**config.mk**
```make
export PLATFORM = sky130hd
export DESIGN_NAME = rbwf_formatter
export DESIGN_NICKNAME = d
export VERILOG_FILES = /design/src/common/rbwf_pkg.sv /design/src/core/rbwf_formatter.sv /design/src/core/rbwf_shifter.sv
export SDC_FILE = /design/constraint.sdc
export NUM_CORES = 1
export LEC_CHECK = 0
export BUFFER_PORTS_ARGS = -buffer_cell sky130_fd_sc_hd__buf_2
export CAP_MARGIN = 30
export CORE_MARGIN = 3
export CORE_UTILIZATION = 25
export CTS_BUF_LIST = sky130_fd_sc_hd__clkbuf_8
export DETAILED_ROUTE_END_ITERATION = 7
export GPL_ROUTABILITY_DRIVEN = 0
export SLEW_MARGIN = 25
export SYNTH_ARGS = -nofsm -noshare
export SYNTH_HDL_FRONTEND = slang
export SYNTH_SLANG_ARGS = --single-unit
```
**constraint.sdc**
```tcl
create_clock -name core_clk -period 2.5 [get_ports core_clk]
set_clock_uncertainty 0.15 [all_clocks]
set_input_delay 0.25 -clock core_clk [delete_from_list [all_inputs] [get_ports core_clk]]
set_output_delay 0.25 -clock core_clk [all_outputs]
set_load 0.01 [all_outputs]
```
**src/common/rbwf_pkg.sv**
```systemverilog
package rbwf_pkg;

	// readback word geometry
	localparam int RBWF_WORD_BITS = 16;
	localparam int RBWF_DATA_BITS = 12;
	localparam int RBWF_CHAN_BITS = 3;

	// field positions inside the readback word
	localparam int RBWF_KIND_POS = 15;
	localparam int RBWF_CHAN_MSB = 14;
	localparam int RBWF_CHAN_LSB = 12;
	localparam int RBWF_TAG_MSB = 15;
	localparam int RBWF_TAG_LSB = 12;
	localparam int RBWF_DATA_MSB = 11;
	localparam int RBWF_DATA_LSB = 0;

	// fixed tag values
	localparam logic RBWF_CONV_FLAG = 1'h0;
	localparam logic RBWF_OUTSET_FLAG = 1'h1;
	localparam logic [3:0] temperature_tag = 4'h8;

	// index of the last bit in a serial frame and counter width
	localparam int RBWF_CNT_BITS = 5;
	localparam logic [RBWF_CNT_BITS-1:0] RBWF_LAST_BIT = 5'h0f;

	// reset values
	localparam logic [RBWF_WORD_BITS-1:0] RBWF_WORD_RST = 16'h0000;
	localparam logic [RBWF_CNT_BITS-1:0] RBWF_CNT_RST = 5'h00;
	localparam logic [2:0] RBWF_SCLK_SYNC_RST = 3'h0;
	localparam logic [2:0] RBWF_CS_SYNC_RST = 3'h7;

	// kinds of readback word
	typedef enum logic [1:0]
	{
		RBWF_KIND_CONV,
		RBWF_KIND_TEMP,
		RBWF_KIND_OUTSET
	} rbwf_kind_t;

	// frame states
	typedef enum logic [1:0]
	{
		RBWF_IDLE,
		RBWF_SHIFT,
		RBWF_DONE
	} rbwf_state_t;

endpackage

```
**src/core/rbwf_formatter.sv**
```systemverilog
// Overview of operation
// RULE1: conversion result words carry zero in bit 15.
// RULE2: conversion words hold the input channel number in bits 14 to 12.
// RULE3: conversion words hold the 12-bit conversion value in bits 11 to 0.
// RULE4: temperature words carry code 1000 in bits 15 to 12.
// RULE5: temperature words hold the 12-bit temperature value in bits 11 to 0.
// RULE6: output-setting readback words carry one in bit 15.
// RULE7: output-setting words hold the reported channel number in bits 14 to 12.
// RULE8: output-setting words hold that channel's 12-bit input register value.
// RULE9: words shift out msb first; host captures all 16 bits first.
`timescale 1ns/1ps
module rbwf_formatter
(
	// clock and reset
	input wire logic core_clk,
	input wire logic rst,
	// word source
	input wire logic load_valid,
	input wire rbwf_pkg::rbwf_kind_t load_kind,
	input wire logic [2:0] load_channel,
	input wire logic [11:0] load_value,
	output logic load_ready,
	// serial pins
	input wire logic sclk,
	input wire logic cs_n,
	output logic sdo,
	output logic sdo_oe,
	// status
	output logic frame_busy,
	output logic word_sent
);

	// builds one readback word from kind, channel and value
	function automatic logic [15:0] rbwf_format
	(
		input rbwf_pkg::rbwf_kind_t kind,
		input logic [2:0] chan,
		input logic [11:0] value
	);
		logic [15:0] w;
		w = rbwf_pkg::RBWF_WORD_RST;
		case (kind)
			rbwf_pkg::RBWF_KIND_TEMP:
			begin
				// RULE4: fixed temperature code
				w[rbwf_pkg::RBWF_TAG_MSB:rbwf_pkg::RBWF_TAG_LSB] = rbwf_pkg::temperature_tag;
				// RULE5: temperature value
				w[rbwf_pkg::RBWF_DATA_MSB:rbwf_pkg::RBWF_DATA_LSB] = value;
			end
			rbwf_pkg::RBWF_KIND_OUTSET:
			begin
				// RULE6: output flag set
				w[rbwf_pkg::RBWF_KIND_POS] = rbwf_pkg::RBWF_OUTSET_FLAG;
				// RULE7: reported channel number
				w[rbwf_pkg::RBWF_CHAN_MSB:rbwf_pkg::RBWF_CHAN_LSB] = chan;
				// RULE8: input register value
				w[rbwf_pkg::RBWF_DATA_MSB:rbwf_pkg::RBWF_DATA_LSB] = value;
			end
			default:
			begin
				// RULE1: conversion flag clear
				w[rbwf_pkg::RBWF_KIND_POS] = rbwf_pkg::RBWF_CONV_FLAG;
				// RULE2: source channel number
				w[rbwf_pkg::RBWF_CHAN_MSB:rbwf_pkg::RBWF_CHAN_LSB] = chan;
				// RULE3: conversion value
				w[rbwf_pkg::RBWF_DATA_MSB:rbwf_pkg::RBWF_DATA_LSB] = value;
			end
		endcase
		return w;
	endfunction

	// pin synchronisers and filtered levels
	logic [2:0] sclk_sync;
	logic [2:0] cs_sync;
	logic sclk_filt;
	logic cs_n_filt;
	logic [2:0] next_sclk_sync;
	logic [2:0] next_cs_sync;
	logic next_sclk_filt;
	logic next_cs_n_filt;
	logic sclk_rise;
	logic sclk_fall;
	logic cs_fall;
	logic cs_rise;

	// pending word
	logic [15:0] pend_word;
	logic pend_valid;
	logic [15:0] next_pend_word;
	logic next_pend_valid;

	// frame control
	rbwf_pkg::rbwf_state_t state;
	rbwf_pkg::rbwf_state_t next_state;
	logic [4:0] bit_cnt;
	logic [4:0] next_bit_cnt;
	logic next_word_sent;
	logic sh_load;
	logic sh_shift;
	logic [15:0] sh_word;
	logic sh_bit;

	// pins shift in through three flops; the filtered level moves
	// only when the second and third agree, which hides one-cycle glitches
	always_comb
	begin
		next_sclk_sync = {sclk_sync[1:0], sclk};
		next_cs_sync = {cs_sync[1:0], cs_n};
		next_sclk_filt = sclk_filt;
		next_cs_n_filt = cs_n_filt;
		if (sclk_sync[1] == sclk_sync[2])
		begin
			next_sclk_filt = sclk_sync[2];
		end
		if (cs_sync[1] == cs_sync[2])
		begin
			next_cs_n_filt = cs_sync[2];
		end
	end

	// synchroniser registers
	always_ff @(posedge core_clk)
	begin
		if (rst)
		begin
			sclk_sync <= rbwf_pkg::RBWF_SCLK_SYNC_RST;
			cs_sync <= rbwf_pkg::RBWF_CS_SYNC_RST;
			sclk_filt <= 1'b0;
			cs_n_filt <= 1'b1;
		end
		else
		begin
			sclk_sync <= next_sclk_sync;
			cs_sync <= next_cs_sync;
			sclk_filt <= next_sclk_filt;
			cs_n_filt <= next_cs_n_filt;
		end
	end

	// edges of the filtered pin levels
	assign sclk_rise = next_sclk_filt & ~sclk_filt;
	assign sclk_fall = ~next_sclk_filt & sclk_filt;
	assign cs_fall = ~next_cs_n_filt & cs_n_filt;
	assign cs_rise = next_cs_n_filt & ~cs_n_filt;

	// one word may wait; source stalls until a frame takes it
	assign load_ready = ~pend_valid;

	// pending word capture and hand-off to a frame
	always_comb
	begin
		next_pend_word = pend_word;
		next_pend_valid = pend_valid;
		if (load_valid && load_ready)
		begin
			next_pend_word = rbwf_format(load_kind, load_channel, load_value);
			next_pend_valid = 1'b1;
		end
		else if (sh_load && pend_valid)
		begin
			next_pend_valid = 1'b0;
		end
	end

	// pending word registers
	always_ff @(posedge core_clk)
	begin
		if (rst)
		begin
			pend_word <= rbwf_pkg::RBWF_WORD_RST;
			pend_valid <= 1'b0;
		end
		else
		begin
			pend_word <= next_pend_word;
			pend_valid <= next_pend_valid;
		end
	end

	// frame sequencer: host samples on rising sclk, line moves on falling
	always_comb
	begin
		next_state = state;
		next_bit_cnt = bit_cnt;
		next_word_sent = 1'b0;
		sh_load = 1'b0;
		sh_shift = 1'b0;
		// an empty frame returns all zeros rather than a stale word
		sh_word = pend_valid ? pend_word : rbwf_pkg::RBWF_WORD_RST;
		case (state)
			rbwf_pkg::RBWF_IDLE:
			begin
				if (cs_fall)
				begin
					sh_load = 1'b1;
					next_bit_cnt = rbwf_pkg::RBWF_CNT_RST;
					next_state = rbwf_pkg::RBWF_SHIFT;
				end
			end
			rbwf_pkg::RBWF_SHIFT:
			begin
				if (cs_rise)
				begin
					next_state = rbwf_pkg::RBWF_IDLE;
				end
				else if (sclk_rise)
				begin
					next_bit_cnt = bit_cnt + 5'h01;
					// RULE9: all sixteen bits seen
					if (bit_cnt == rbwf_pkg::RBWF_LAST_BIT)
					begin
						next_word_sent = 1'b1;
						next_state = rbwf_pkg::RBWF_DONE;
					end
				end
				else if (sclk_fall)
				begin
					sh_shift = 1'b1;
				end
			end
			default:
			begin
				// extra clocks after the word keep shifting, so the drained shifter reads zeros
				if (cs_rise)
				begin
					next_state = rbwf_pkg::RBWF_IDLE;
				end
				else if (sclk_fall)
				begin
					sh_shift = 1'b1;
				end
			end
		endcase
	end

	// frame registers
	always_ff @(posedge core_clk)
	begin
		if (rst)
		begin
			state <= rbwf_pkg::RBWF_IDLE;
			bit_cnt <= rbwf_pkg::RBWF_CNT_RST;
			word_sent <= 1'b0;
		end
		else
		begin
			state <= next_state;
			bit_cnt <= next_bit_cnt;
			word_sent <= next_word_sent;
		end
	end

	// RULE9: msb-first shifter
	rbwf_shifter u_shifter
	(
		.core_clk(core_clk),
		.rst(rst),
		.load(sh_load),
		.load_word(sh_word),
		.shift(sh_shift),
		.bit_out(sh_bit)
	);

	// serial output drives only inside a frame
	assign sdo = sh_bit;
	assign sdo_oe = (state != rbwf_pkg::RBWF_IDLE);
	assign frame_busy = (state != rbwf_pkg::RBWF_IDLE);

endmodule

```
**src/core/rbwf_shifter.sv**
```systemverilog
`timescale 1ns/1ps
module rbwf_shifter
(
	// clock and reset
	input wire logic core_clk,
	input wire logic rst,
	// control
	input wire logic load,
	input wire logic [15:0] load_word,
	input wire logic shift,
	// serial bit
	output logic bit_out
);

	logic [15:0] shreg;
	logic [15:0] next_shreg;

	// load wins over shift so a new frame never starts mid-word
	always_comb
	begin
		next_shreg = shreg;
		if (load)
		begin
			next_shreg = load_word;
		end
		else if (shift)
		begin
			// RULE9: msb leaves first
			next_shreg = {shreg[14:0], 1'b0};
		end
	end

	// shift register
	always_ff @(posedge core_clk)
	begin
		if (rst)
		begin
			shreg <= rbwf_pkg::RBWF_WORD_RST;
		end
		else
		begin
			shreg <= next_shreg;
		end
	end

	// line always shows the top bit
	assign bit_out = shreg[15];

endmodule

```
==> impl_results.md, run 1 <==
* Status: completed
* ANT cells at 0
* Xor and xnor fraction of the mapped netlist area at 0%
* Area growth syn-to-layout at 12.8%
* I/O Pins at 27
* Die H at 100 microns
* Top_reg_cell synth: dfxtp_1
* Post-synth EDFFs at 0
* First-pass GRT wire length at 8120 microns
* Synthesized area at 2220 sq um
* Top cells by area, synth: dfxtp_1 44%, a21oi_1 8.3%, nand2_1 6.7%
* Yosys synthesis warning count at 0
* Met2 Resource Use GR at 16.8%
* Die width at 100 microns
* Tcrit/Tclk final at 80.4%
* Worst hold path stage count at 2
* M3 GR Usage at 1.25%
* Initial drt markers at 107
* Post-synthesis sequential area ratio at 44.1%
* Post-Synth Adder-Cell Area at 1.69%
* Worst Hold Class: in2reg
* Worst-margin pin slew at 0.544 ns
* Post-detail-place hpwl at 3130 microns
* Sink Count at 49
* Vias in the first global route at 1,839
* Unrepaired setup endpoints after global routing: false
* Syn nets at 287
* Gr ovfl total at 0
* Hold path start: sclk
* R2R depth at 4
* Sum Neg Setup Slack at 0 ns
* Vias per cell at 4.75
* Maximum clock rate at 498 MHz
* Post-Synthesis Cells at 262
* Clock Path Buffers at 2
* Req. time, crit path at 2.52 ns
* Crit Reg-Reg Endpoint: u_shifter.shreg[15]$_SDFFE_PP0P_
* Worst vdd ir at 0.311 mV
* Yosys top cell by area: dfxtp_1
* DRC violations left at 0
* Post-synthesis simple-gate area fraction at 27.7%
* Power Density at 554 nW/um^2
* Detailed Route WL at 4660 microns
* Reg clk slew, reported paths at 0.09 ns
* CP Class: reg2reg
* Initial antenna violation count at 0
* Cts bufs inserted at 5
* Top-area cell type share of the netlist area at 44.1%
* DP Worst Slack at 0.527 ns
* Filler instances at 929
* Root Driver: clkbuf_8
* Drt wl/cell at 12.0 microns
* CTS tree: yes
* Async SR Flop Fraction at 0%
* Final Slew Violations at 0
* Worst Path Arrival at 2.03 ns
* Mux share of post-synthesis cell area at 0.900%
* Nets@finish at 308
* Reg-to-Reg Start: state[1]$_SDFFE_PP0P_
* Slowest-stage cell, CP: or4b_1
* Port Buffer Count at 26
* Post-route minimum period at 2.01 ns
* Final Hold Viols at 0
* Yosys cell types at 40
* Main combinational cell family by area after synthesis: simple AND/OR/NAND/NOR gates
* Final setup viols at 0
* Inst Count DP at 380
* Hold Path End: sclk_sync[0]$_SDFF_PP0_
* First-pass iteration count of the detailed router at 4
* Setup slack after layout at 0.491 ns
* Mean Syn Cell Area at 8.49 sq um
* All-Layer GR Usage at 9.75%
* Flops & latches, synth at 49
* Max stage delay on crit path at 0.54 ns
* Gr busiest metal: met2
* CORE AREA at 8420 sq um
* Clock insertion delay at the later pin of the skew report at 0.30 ns
* Die ar. at 10,100 sq um
* Max-slew headroom at 63.4%
* H-tree levels at 2
* Starting density of the core at 26.4%
* Crit-path cells: or4b_1 -> or2_4 -> nand2_2 -> a221oi_1
* Layout cells sized above 1 at 21.1%
* Final ANT Viol Nets at 0
* GR Layer Usage met1 at 12.0%
* Vias at 1,848
* Worst Path Max Fanout at 21
* Synth Area in Compound Gates at 19.2%
* Leak pwr at 0.000887 uW
* CP startpoint kind: flip-flop
* Max Cap Violations at 0
* Crit. End Element: flip-flop
* # rows at 33
* Non-filler cells, final at 389
* Largest net degree at the start of global routing at 38
* R2R Setup Slk at 0.49 ns
## state kept, by name, summed over array words and instances, names as in the netlist
signal	cells
bit_cnt	5
cs_n_filt	1
cs_sync	3
pend_valid	1
pend_word	16
sclk_filt	1
sclk_sync	3
state	2
u_shifter.shreg	16
word_sent	1
## layout by cell type, fill, tap and decap left out, types with 3 or more instances in the layout
cell type,instances
a21oi_1,37
a221oi_1,11
a221oi_2,4
a22oi_1,3
buf_2,26
buf_4,7
clkbuf_8,5
dfxtp_1,49
ha_1,3
inv_1,4
nand2_1,40
nand3_1,6
nand3b_1,3
nor2_1,28
nor2b_1,5
nor3_1,10
nor3_2,7
o21ai_0,5
or2_2,4
or3_1,3
## cell usage after synthesis (3+ instances only)
cell and count:
dfxtp_1 49, nand2_1 40, a21oi_1 37, nor2_1 28, a221oi_1 11, clkbuf_1 10
nor3_1 10, nor3_2 7, nand3_1 6, nor2b_1 5, o21ai_0 5, a221oi_2 4
buf_6 4, inv_1 4, or2_2 4, a22oi_1 3, ha_1 3, nand3b_1 3
or3_1 3
## routing by layer
layer	vias up	routed length, microns
li1	959	-
met1	856	2190
met2	29	2270
met3	4	111
met4	0	78
met5	-	0
## layout make-up
type                    instances  area [sq um]  area share (%)
flip-flops and latches         49           981            39.1
clock buffers                   5          68.8            2.74
multi-input cells             189          1100            43.9
repair buffers                 34           193            7.68
well taps                     105           131            5.24
clock inverters                 3          17.5           0.698
inverters                       4          15.0           0.599
## stage by stage
stage                     hold slack [ns]  instance area, sq um  power [uW]  utilization, %
after floorplan                     0.204                  2220         909               -
after global placement              0.250                  2410         943            28.6
after detailed placement            0.243                  2410         946            28.6
after CTS                         0.00485                  2510        1410            29.8
after global routing               0.0206                  2510        1450            29.8
final                              0.0146                  2510        1390            29.8
## how the worst max path moves through the flow
stage,startpoint,end,slack (ns)
finish,state[1]$_SDFFE_PP0P_,u_shifter.shreg[15]$_SDFFE_PP0P_,0.49
global route,state[1]$_SDFFE_PP0P_,u_shifter.shreg[14]$_SDFFE_PP0P_,0.37
CTS,state[1]$_SDFFE_PP0P_,u_shifter.shreg[15]$_SDFFE_PP0P_,0.50
detailed placement,state[1]$_SDFFE_PP0P_,u_shifter.shreg[15]$_SDFFE_PP0P_,0.53
global placement,state[1]$_SDFFE_PP0P_,u_shifter.shreg[15]$_SDFFE_PP0P_,0.54
floorplan,state[0]$_SDFFE_PP0P_,u_shifter.shreg[6]$_SDFFE_PP0P_,0.58
## what timing repair did
action                                 in CTS  in global routing
resized for setup                           0                  0
endpoints found under the hold margin       1                  0
hold buffers                                1                  0
buffers inserted                            0                  0
## report_power, final
group          internal (uW)  total, uW  switching [uW]  leakage [uW]
logic                   45.1        111            66.1      0.000444
registers                803        815            12.5      0.000399
clock network            194        463             269     0.0000439
total                   1040       1390             348      0.000887
## cell families after synthesis
| kind of cell | Yosys count |
|---|---|
| simple gates | 119 |
| compound gates | 65 |
| flops | 49 |
| buf+inv | 24 |
| fa+ha+maj | 3 |
| mux | 2 |
## worst max-delay path: cells and delay by family, from the launching register on
| family | cells | cell delay, ns |
|---|---|---|
| AOI/OAI and AO/OA | 1 | 0.15 |
| DFF | 1 | 0.38 |
| and+or+nand+nor | 3 | 1.19 |
No activity file was read; power rests on OpenSTA's default activity.
==> run 2, diff against run 1 <==
--- a/config.mk
+++ b/config.mk
@@ -5,6 +5,7 @@
 export SDC_FILE = /design/constraint.sdc
 export NUM_CORES = 1
 export LEC_CHECK = 0
+export ABC_AREA = 1
 export BUFFER_PORTS_ARGS = -buffer_cell sky130_fd_sc_hd__buf_2
 export CAP_MARGIN = 30
 export CORE_MARGIN = 3
==> constraint.sdc (replaced) <==
create_clock -name core_clk -period 2.1 [get_ports core_clk]
set_clock_uncertainty 0.15 [all_clocks]
set_input_delay 0.21 -clock core_clk [delete_from_list [all_inputs] [get_ports core_clk]]
set_output_delay 0.21 -clock core_clk [all_outputs]
set_load 0.01 [all_outputs]
==> run 2 against run 1 <==
  * Worst hold slack got worse by 0.011 ns
  * Largest power group unchanged
  * Critical path depth increased by 7
  * Register-to-register slack worse by 0.08 ns
  * Via count grew 6.7%
  * Sequential power grew 25%
  * First-iteration DRC count increased by 4.7%
==> impl_results.md, run 2 <==
* Status: completed
* Initial antenna violation count at 0
* Drt wl/cell at 10.7 microns
* Post-synthesis sequential area ratio at 44.8%
* Crit Reg-Reg Endpoint: state[1]$_SDFFE_PP0P_
* Final Hold Viols at 0
* Pint at 1500 uW
* Vias per cell at 4.39
* Final setup viols at 0
* Flops & latches, synth at 49
* Layout cells sized above 1 at 15.1%
* H-tree levels at 2
* Die width at 99.6 microns
* Clock Power Share at 33.6%
* Yosys top cell by area: dfxtp_1
* DRC violations left at 0
* Worst Path Max Fanout at 5
* Most frequent cell after synthesis: nor2_1
* Sink Count at 49
* CTS tree: yes
* R2R Setup Slk at 0.41 ns
* Sequential power share at 49.2%
* Starting density of the core at 26.1%
* Sum Neg Setup Slack at 0 ns
* Crit. End Element: flip-flop
* Syn nets at 331
* Worst Hold Class: in2reg
* Max-slew headroom at 67.6%
* Final instance area at 2650 sq um
* Worst Path Arrival at 1.74 ns
* R2R depth at 11
* Top_reg_cell synth: dfxtp_1
* ANT cells at 0
* Post-Synthesis Cells at 306
* Final Slew Violations at 0
* Post-detail-place hpwl at 3280 microns
* Crit-path cells: ha_1 -> nand2_1 -> nor2_1 -> ha_1 -> inv_1 -> nand3_1 -> nand2_1 -> nor2_1 -> nand2_1 -> nand2_1 -> nor2_1
* Synthesized area at 2190 sq um
* Hold path start: load_channel[2]
* Async SR Flop Fraction at 0%
* Maximum clock rate at 593 MHz
* Leak pwr at 0.00122 uW
* Final ANT Viol Nets at 0
* CP Class: reg2reg
* First-pass iteration count of the detailed router at 6
* Nets@finish at 368
* Die H at 99.6 microns
* Top cells by area, synth: dfxtp_1 45%, nor2_1 14%, nand2_1 10%
* Post-route minimum period at 1.69 ns
* Synth cell count leaders: 79 x nor2_1, 59 x nand2_1, 49 x dfxtp_1
* Initial drt markers at 112
* Post-DP Area at 2400 sq um
* Tcrit/Tclk final at 80.3%
* Clock insertion delay at the later pin of the skew report at 0.31 ns
* Mean Syn Cell Area at 7.16 sq um
* Max Cap Violations at 0
* Power Density at 783 nW/um^2
* Largest net degree at the start of global routing at 35
* Cts bufs inserted at 5
* Post-synth EDFFs at 0
* Vias in the first global route at 1,988
* # rows at 33
* Top-area cell type share of the netlist area at 44.8%
* Gr ovfl total at 0
* Commonest cells after routing, fill and taps aside: 79 x nor2_1, 59 x nand2_1, 49 x dfxtp_1, 29 x o21ai_0, 26 x buf_2
* Detailed Route WL at 4820 microns
* Post-CTS Setup Bufs at 0
* Root Driver: clkbuf_8
* CORE AREA at 8380 sq um
* Reg clk slew, reported paths at 0.09 ns
* First-pass GRT wire length at 8620 microns
* Critical Path End: state[1]$_SDFFE_PP0P_
* Die ar. at 9920 sq um
* Net Sw Power at 579 uW
* CP startpoint kind: flip-flop
* Port Buffer Count at 26
* Worst-margin pin slew at 0.486 ns
* Yosys synthesis warning count at 0
* Slowest-stage cell, CP: dfxtp_1
* Combinational share of power at 17.2%
* Crit-path most repeated cell: nand2_1
* Vias at 1,971
* Area growth syn-to-layout at 21.1%
* Biggest regs: pend_word x16, u_shifter.shreg x16, bit_cnt x5
* Max stage delay on crit path at 0.41 ns
* Commonest non-fill, non-tap cell in the layout: nor2_1
* Net Sw Frac at 27.9%
* All-Layer GR Usage at 10.7%
* Req. time, crit path at 2.15 ns
* Critical Path Start: bit_cnt[0]$_SDFFE_PP0P_
* Worst vdd ir at 0.222 mV
* I/O Pins at 27
* Reg-to-Reg Start: bit_cnt[0]$_SDFFE_PP0P_
* Clock Path Buffers at 2
* Unrepaired setup endpoints after global routing: false
* Yosys cell types at 32
==> run 2: cell count changes in the layout (fill, tap and decap cells not counted), sizes merged, moves of 4 or more <==
cell | previous run | this run
o21ai | 5 | 32
buf | 33 | 29
a221oi | 15 | 0
nor2 | 29 | 84
a21oi | 37 | 11
inv | 4 | 20
nand3 | 6 | 22
nand2 | 41 | 61
nor3 | 17 | 1
nor2b | 5 | 0
dlygate4sd3 | 1 | 14
==> run 2: metrics by stage <==
step                      total power (uW)  hold slack (ns)  cells  setup WS, ns  util [%]
after detailed placement              1380            0.244    427         0.420      28.6
after global placement                1380            0.245    427         0.452      28.6
after global routing                  2210         0.000550    449         0.198      31.6
after floorplan                       1300            0.164    306         0.621         -
final                                 2080          0.00407    449         0.413      31.6
after CTS                             2110         0.000785    449         0.392      31.6
==> run 2: how the worst min path moves through the flow <==
stage	endpoint	slack [ns]	depth (start not counted)
6_report	pend_word[14]$_SDFFE_PP0P_	0.004	3
2_1_floorplan	cs_sync[0]$_SDFF_PP1_	0.16	1
3_3_place_gp	cs_sync[0]$_SDFF_PP1_	0.24	2
3_5_place_dp	cs_sync[1]$_SDFF_PP1_	0.24	1
5_1_grt	pend_word[3]$_SDFFE_PP0P_	0.0006	3
4_1_cts	pend_word[3]$_SDFFE_PP0P_	0.0008	3
==> run 2: metal layers <==
| layer | vias up | GRT usage [%] | wire length [microns] |
|---|---|---|---|
| li1 | 1050 | - | - |
| met1 | 872 | 12.8 | 2360 |
| met2 | 41 | 17.9 | 2150 |
| met3 | 8 | 3.65 | 245 |
| met4 | 0 | 3.57 | 68 |
| met5 | - | 0 | 0 |
==> run 2: timing repair <==
action | 4_1_cts | 5_1_grt
hold buffers | 14 | 0
endpoints found under the hold margin | 14 | 0
resized for setup | 0 | 0
==> run 2: cell families after synthesis <==
| group | Yosys count | synth area share (%) |
|---|---|---|
| adders and majority gates | 3 | 1.71 |
| and+or+nand+nor | 175 | 34.7 |
| AOI/OAI and AO/OA | 46 | 11.5 |
| buffers and inverters | 33 | 7.25 |
| DFF | 49 | 44.8 |
==> run 2: cell type report <==
type	instances	area (sq um)
fill	906	5730
multi-input combinational	224	1050
sequential	49	981
timing repair buffer	43	293
tap	105	131
clock buffer	6	82.6
inverter	20	80.1
clock inverter	2	33.8
==> run 2: worst max-delay path, delay by kind of cell, from the launching register on <==
family	cells	cell delay (ns)
and+or+nand+nor	8	0.61
DFF	1	0.41
adders and majority gates	2	0.36
buffers and inverters	1	0.06
==> run 2: power by group through the flow <==
stage	Combinational, uW	Clock [uW]	Sequential (uW)
2_1_floorplan	264	0	1030
3_3_place_gp	335	0	1040
3_5_place_dp	341	0	1040
4_1_cts	362	724	1020
5_1_grt	416	765	1030
6_report	358	698	1020
==> run 3, diff against run 2 <==
==> constraint.sdc (replaced) <==
create_clock -name core_clk -period 1.4 [get_ports core_clk]
set_clock_uncertainty 0.15 [all_clocks]
set_input_delay 0.14 -clock core_clk [delete_from_list [all_inputs] [get_ports core_clk]]
set_output_delay 0.14 -clock core_clk [all_outputs]
set_load 0.01 [all_outputs]
==> run 3 against run 2 <==
  * The flow now finishes with violations (negative setup slack)
  * Sequential share of layout area is 4.2 points lower
  * Final area rose by 14%
  * Clock-buffer cell count stayed put
  * Critical path depth stayed put
  * Total power is 53% higher
  * Core utilization is 4.5 points higher
  * Global-route usage hardly changed
  * Sequential power grew 51%
  * Via count grew 5.8%
  * Clock power is 21% higher
  * Die area did not move
  * Register-to-register slack worse by 0.51 ns
  * Critical path type unchanged
  * Critical endpoint unchanged
  * Largest power group unchanged
==> impl_results.md, run 3 (same netlist as run 2, synthesis figures left out) <==
* Status: finished, violations left
* Failing checks: negative setup slack
* All-Layer GR Usage at 10.7%
* Maximum clock rate at 669 MHz
* CP Class: reg2reg
* Max Cap Violations at 0
* First-pass iteration count of the detailed router at 4
* Initial drt markers at 38
* Final instance area at 3030 sq um
* Worst hold slack at 0.0168 ns
* Setup slack after layout at -0.0949 ns
* Largest net degree at the start of global routing at 34
* Delay-heaviest family, CP: simple AND/OR/NAND/NOR gates
* CORE AREA at 8380 sq um
* Final Hold Viols at 0
* Worst Path Max Fanout at 2
* Leak pwr at 0.00133 uW
* Crit-path cells: ha_4 -> nand2_4 -> nor2_4 -> ha_4 -> inv_2 -> nand3_2 -> nand2_2 -> nor2_2 -> nand2_1 -> nand2_1 -> nor2_1
* ANT cells at 0
* Area growth syn-to-layout at 38.4%
* # rows at 33
* Clock insertion delay at the later pin of the skew report at 0.30 ns
* Gr ovfl total at 0
* Final ANT Viol Nets at 0
* Port Buffer Count at 26
* Post-detail-place hpwl at 3220 microns
* Sink Count at 49
* Commonest cells after routing, fill and taps aside: 70 x nor2_1, 52 x nand2_1, 43 x dfxtp_1, 29 x o21ai_0, 23 x buf_2
* Commonest non-fill, non-tap cell in the layout: nor2_1
* Final setup viols at 15
* Vias in the first global route at 2,011
* H-tree levels at 2
* Post-route minimum period at 1.49 ns
* Final Slew Violations at 0
* Reg clk slew, reported paths at 0.09 ns
* Hold Path End: pend_word[15]$_SDFFE_PP0P_
* Worst Path Arrival at 1.55 ns
* CTS tree: yes
* Clock Path Buffers at 2
* Post-DP Area at 2570 sq um
* Vias at 2,086
* DRC violations left at 0
* Unrepaired setup endpoints after global routing: true
* Starting density of the core at 26.1%
* Drt wl/cell at 10.8 microns
* Layout cells sized above 1 at 30.1%
* Worst Hold Class: in2reg
* Slowest-stage cell, CP: dfxtp_2
* Max stage delay on crit path at 0.37 ns
* Buffers & Inverters on Critical Path at 1
* Inst Count DP at 443
* Reg-to-Reg Start: bit_cnt[1]$_SDFFE_PP0P_
* Initial antenna violation count at 0
* Die width at 99.6 microns
* Sum Neg Setup Slack at -0.319 ns
* CP startpoint kind: flip-flop
* I/O Pins at 27
* Die ar. at 9920 sq um
* Die H at 99.6 microns
* Req. time, crit path at 1.45 ns
* Tcrit/Tclk final at 107%
* DP Worst Slack at -0.124 ns
* Power Density at 1050 nW/um^2
* First-pass GRT wire length at 8810 microns
* R2R depth at 11
* Worst vdd ir at 0.392 mV
* Biggest regs: pend_word x16, u_shifter.shreg x16, bit_cnt x5
* Detailed Route WL at 5090 microns
* Crit. End Element: flip-flop
* Non-filler cells, final at 470
* Max-slew headroom at 80.3%
* Cts bufs inserted at 5
* Worst hold path stage count at 3
* Root Driver: clkbuf_8
* Worst-margin pin slew at 0.293 ns
* R2R Setup Slk at -0.09 ns
* Hold path start: load_kind[1]
* Nets@finish at 390
* Crit Reg-Reg Endpoint: state[1]$_SDFFE_PP0P_
* Vias per cell at 4.44
## run 3: repair_timing
item	in CTS	in global routing
hold endpoints to repair	18	0
endpoints found under the setup margin	25	41
setup buffers	1	1
pin swaps	11	14
gates resized for setup	19	33
gates cloned	0	1
hold buffers	18	0
## run 3: worst max path at each step
stage | slack, ns | cells after the start | to | startpoint
floorplan | -0.04 | 11 | state[1]$_SDFFE_PP0P_ | bit_cnt[1]$_SDFFE_PP0P_
global placement | -0.08 | 11 | state[1]$_SDFFE_PP0P_ | bit_cnt[1]$_SDFFE_PP0P_
detailed placement | -0.12 | 11 | state[1]$_SDFFE_PP0P_ | bit_cnt[1]$_SDFFE_PP0P_
CTS | -0.08 | 11 | state[1]$_SDFFE_PP0P_ | bit_cnt[0]$_SDFFE_PP0P_
global route | -0.20 | 11 | state[1]$_SDFFE_PP0P_ | bit_cnt[1]$_SDFFE_PP0P_
finish | -0.09 | 11 | state[1]$_SDFFE_PP0P_ | bit_cnt[1]$_SDFFE_PP0P_
## run 3: routing by layer
metal  wire, microns  GRT usage [%]  part of all wire, %  vias to the layer above
met4              48           3.26                 0.94                        0
met3             171           2.59                  3.4                        5
li1                -              -                    -                     1091
met1            2390           13.1                   47                      961
met5               0              0                    0                        -
met2            2480           18.5                   49                       29
## run 3: final cells by class
cell class / count / area, sq um
Clock buffer: 6 / 82.6
Clock inverter: 1 / 3.75
Fill cell: 882 / 5350
Inverter: 20 / 86.3
Multi-Input combinational cell: 224 / 1210
Sequential cell: 49 / 993
Tap cell: 105 / 131
Timing Repair Buffer: 64 / 517
Timing Repair inverter: 1 / 7.51
## run 3: through the flow
stage | util, % | total power [uW]
floorplan | - | 1960
global placement | 30.7 | 2160
detailed placement | 30.7 | 2170
CTS | 34.8 | 3130
global route | 36.2 | 3360
finish | 36.2 | 3180
## run 3: tightest hold or removal path, delay by kind of cell
kind | cells | cell delay [ns]
buffers and inverters | 1 | 0.08
AOI/OAI and AO/OA | 1 | 0.06
adders and majority gates | 1 | 0.14
## run 3: power by group
group / switching (uW) / internal, uW / leakage [uW]
clock network: 458 / 386 / 0.0000485
logic: 424 / 368 / 0.000885
registers: 63.5 / 1480 / 0.000402
total: 945 / 2230 / 0.00133
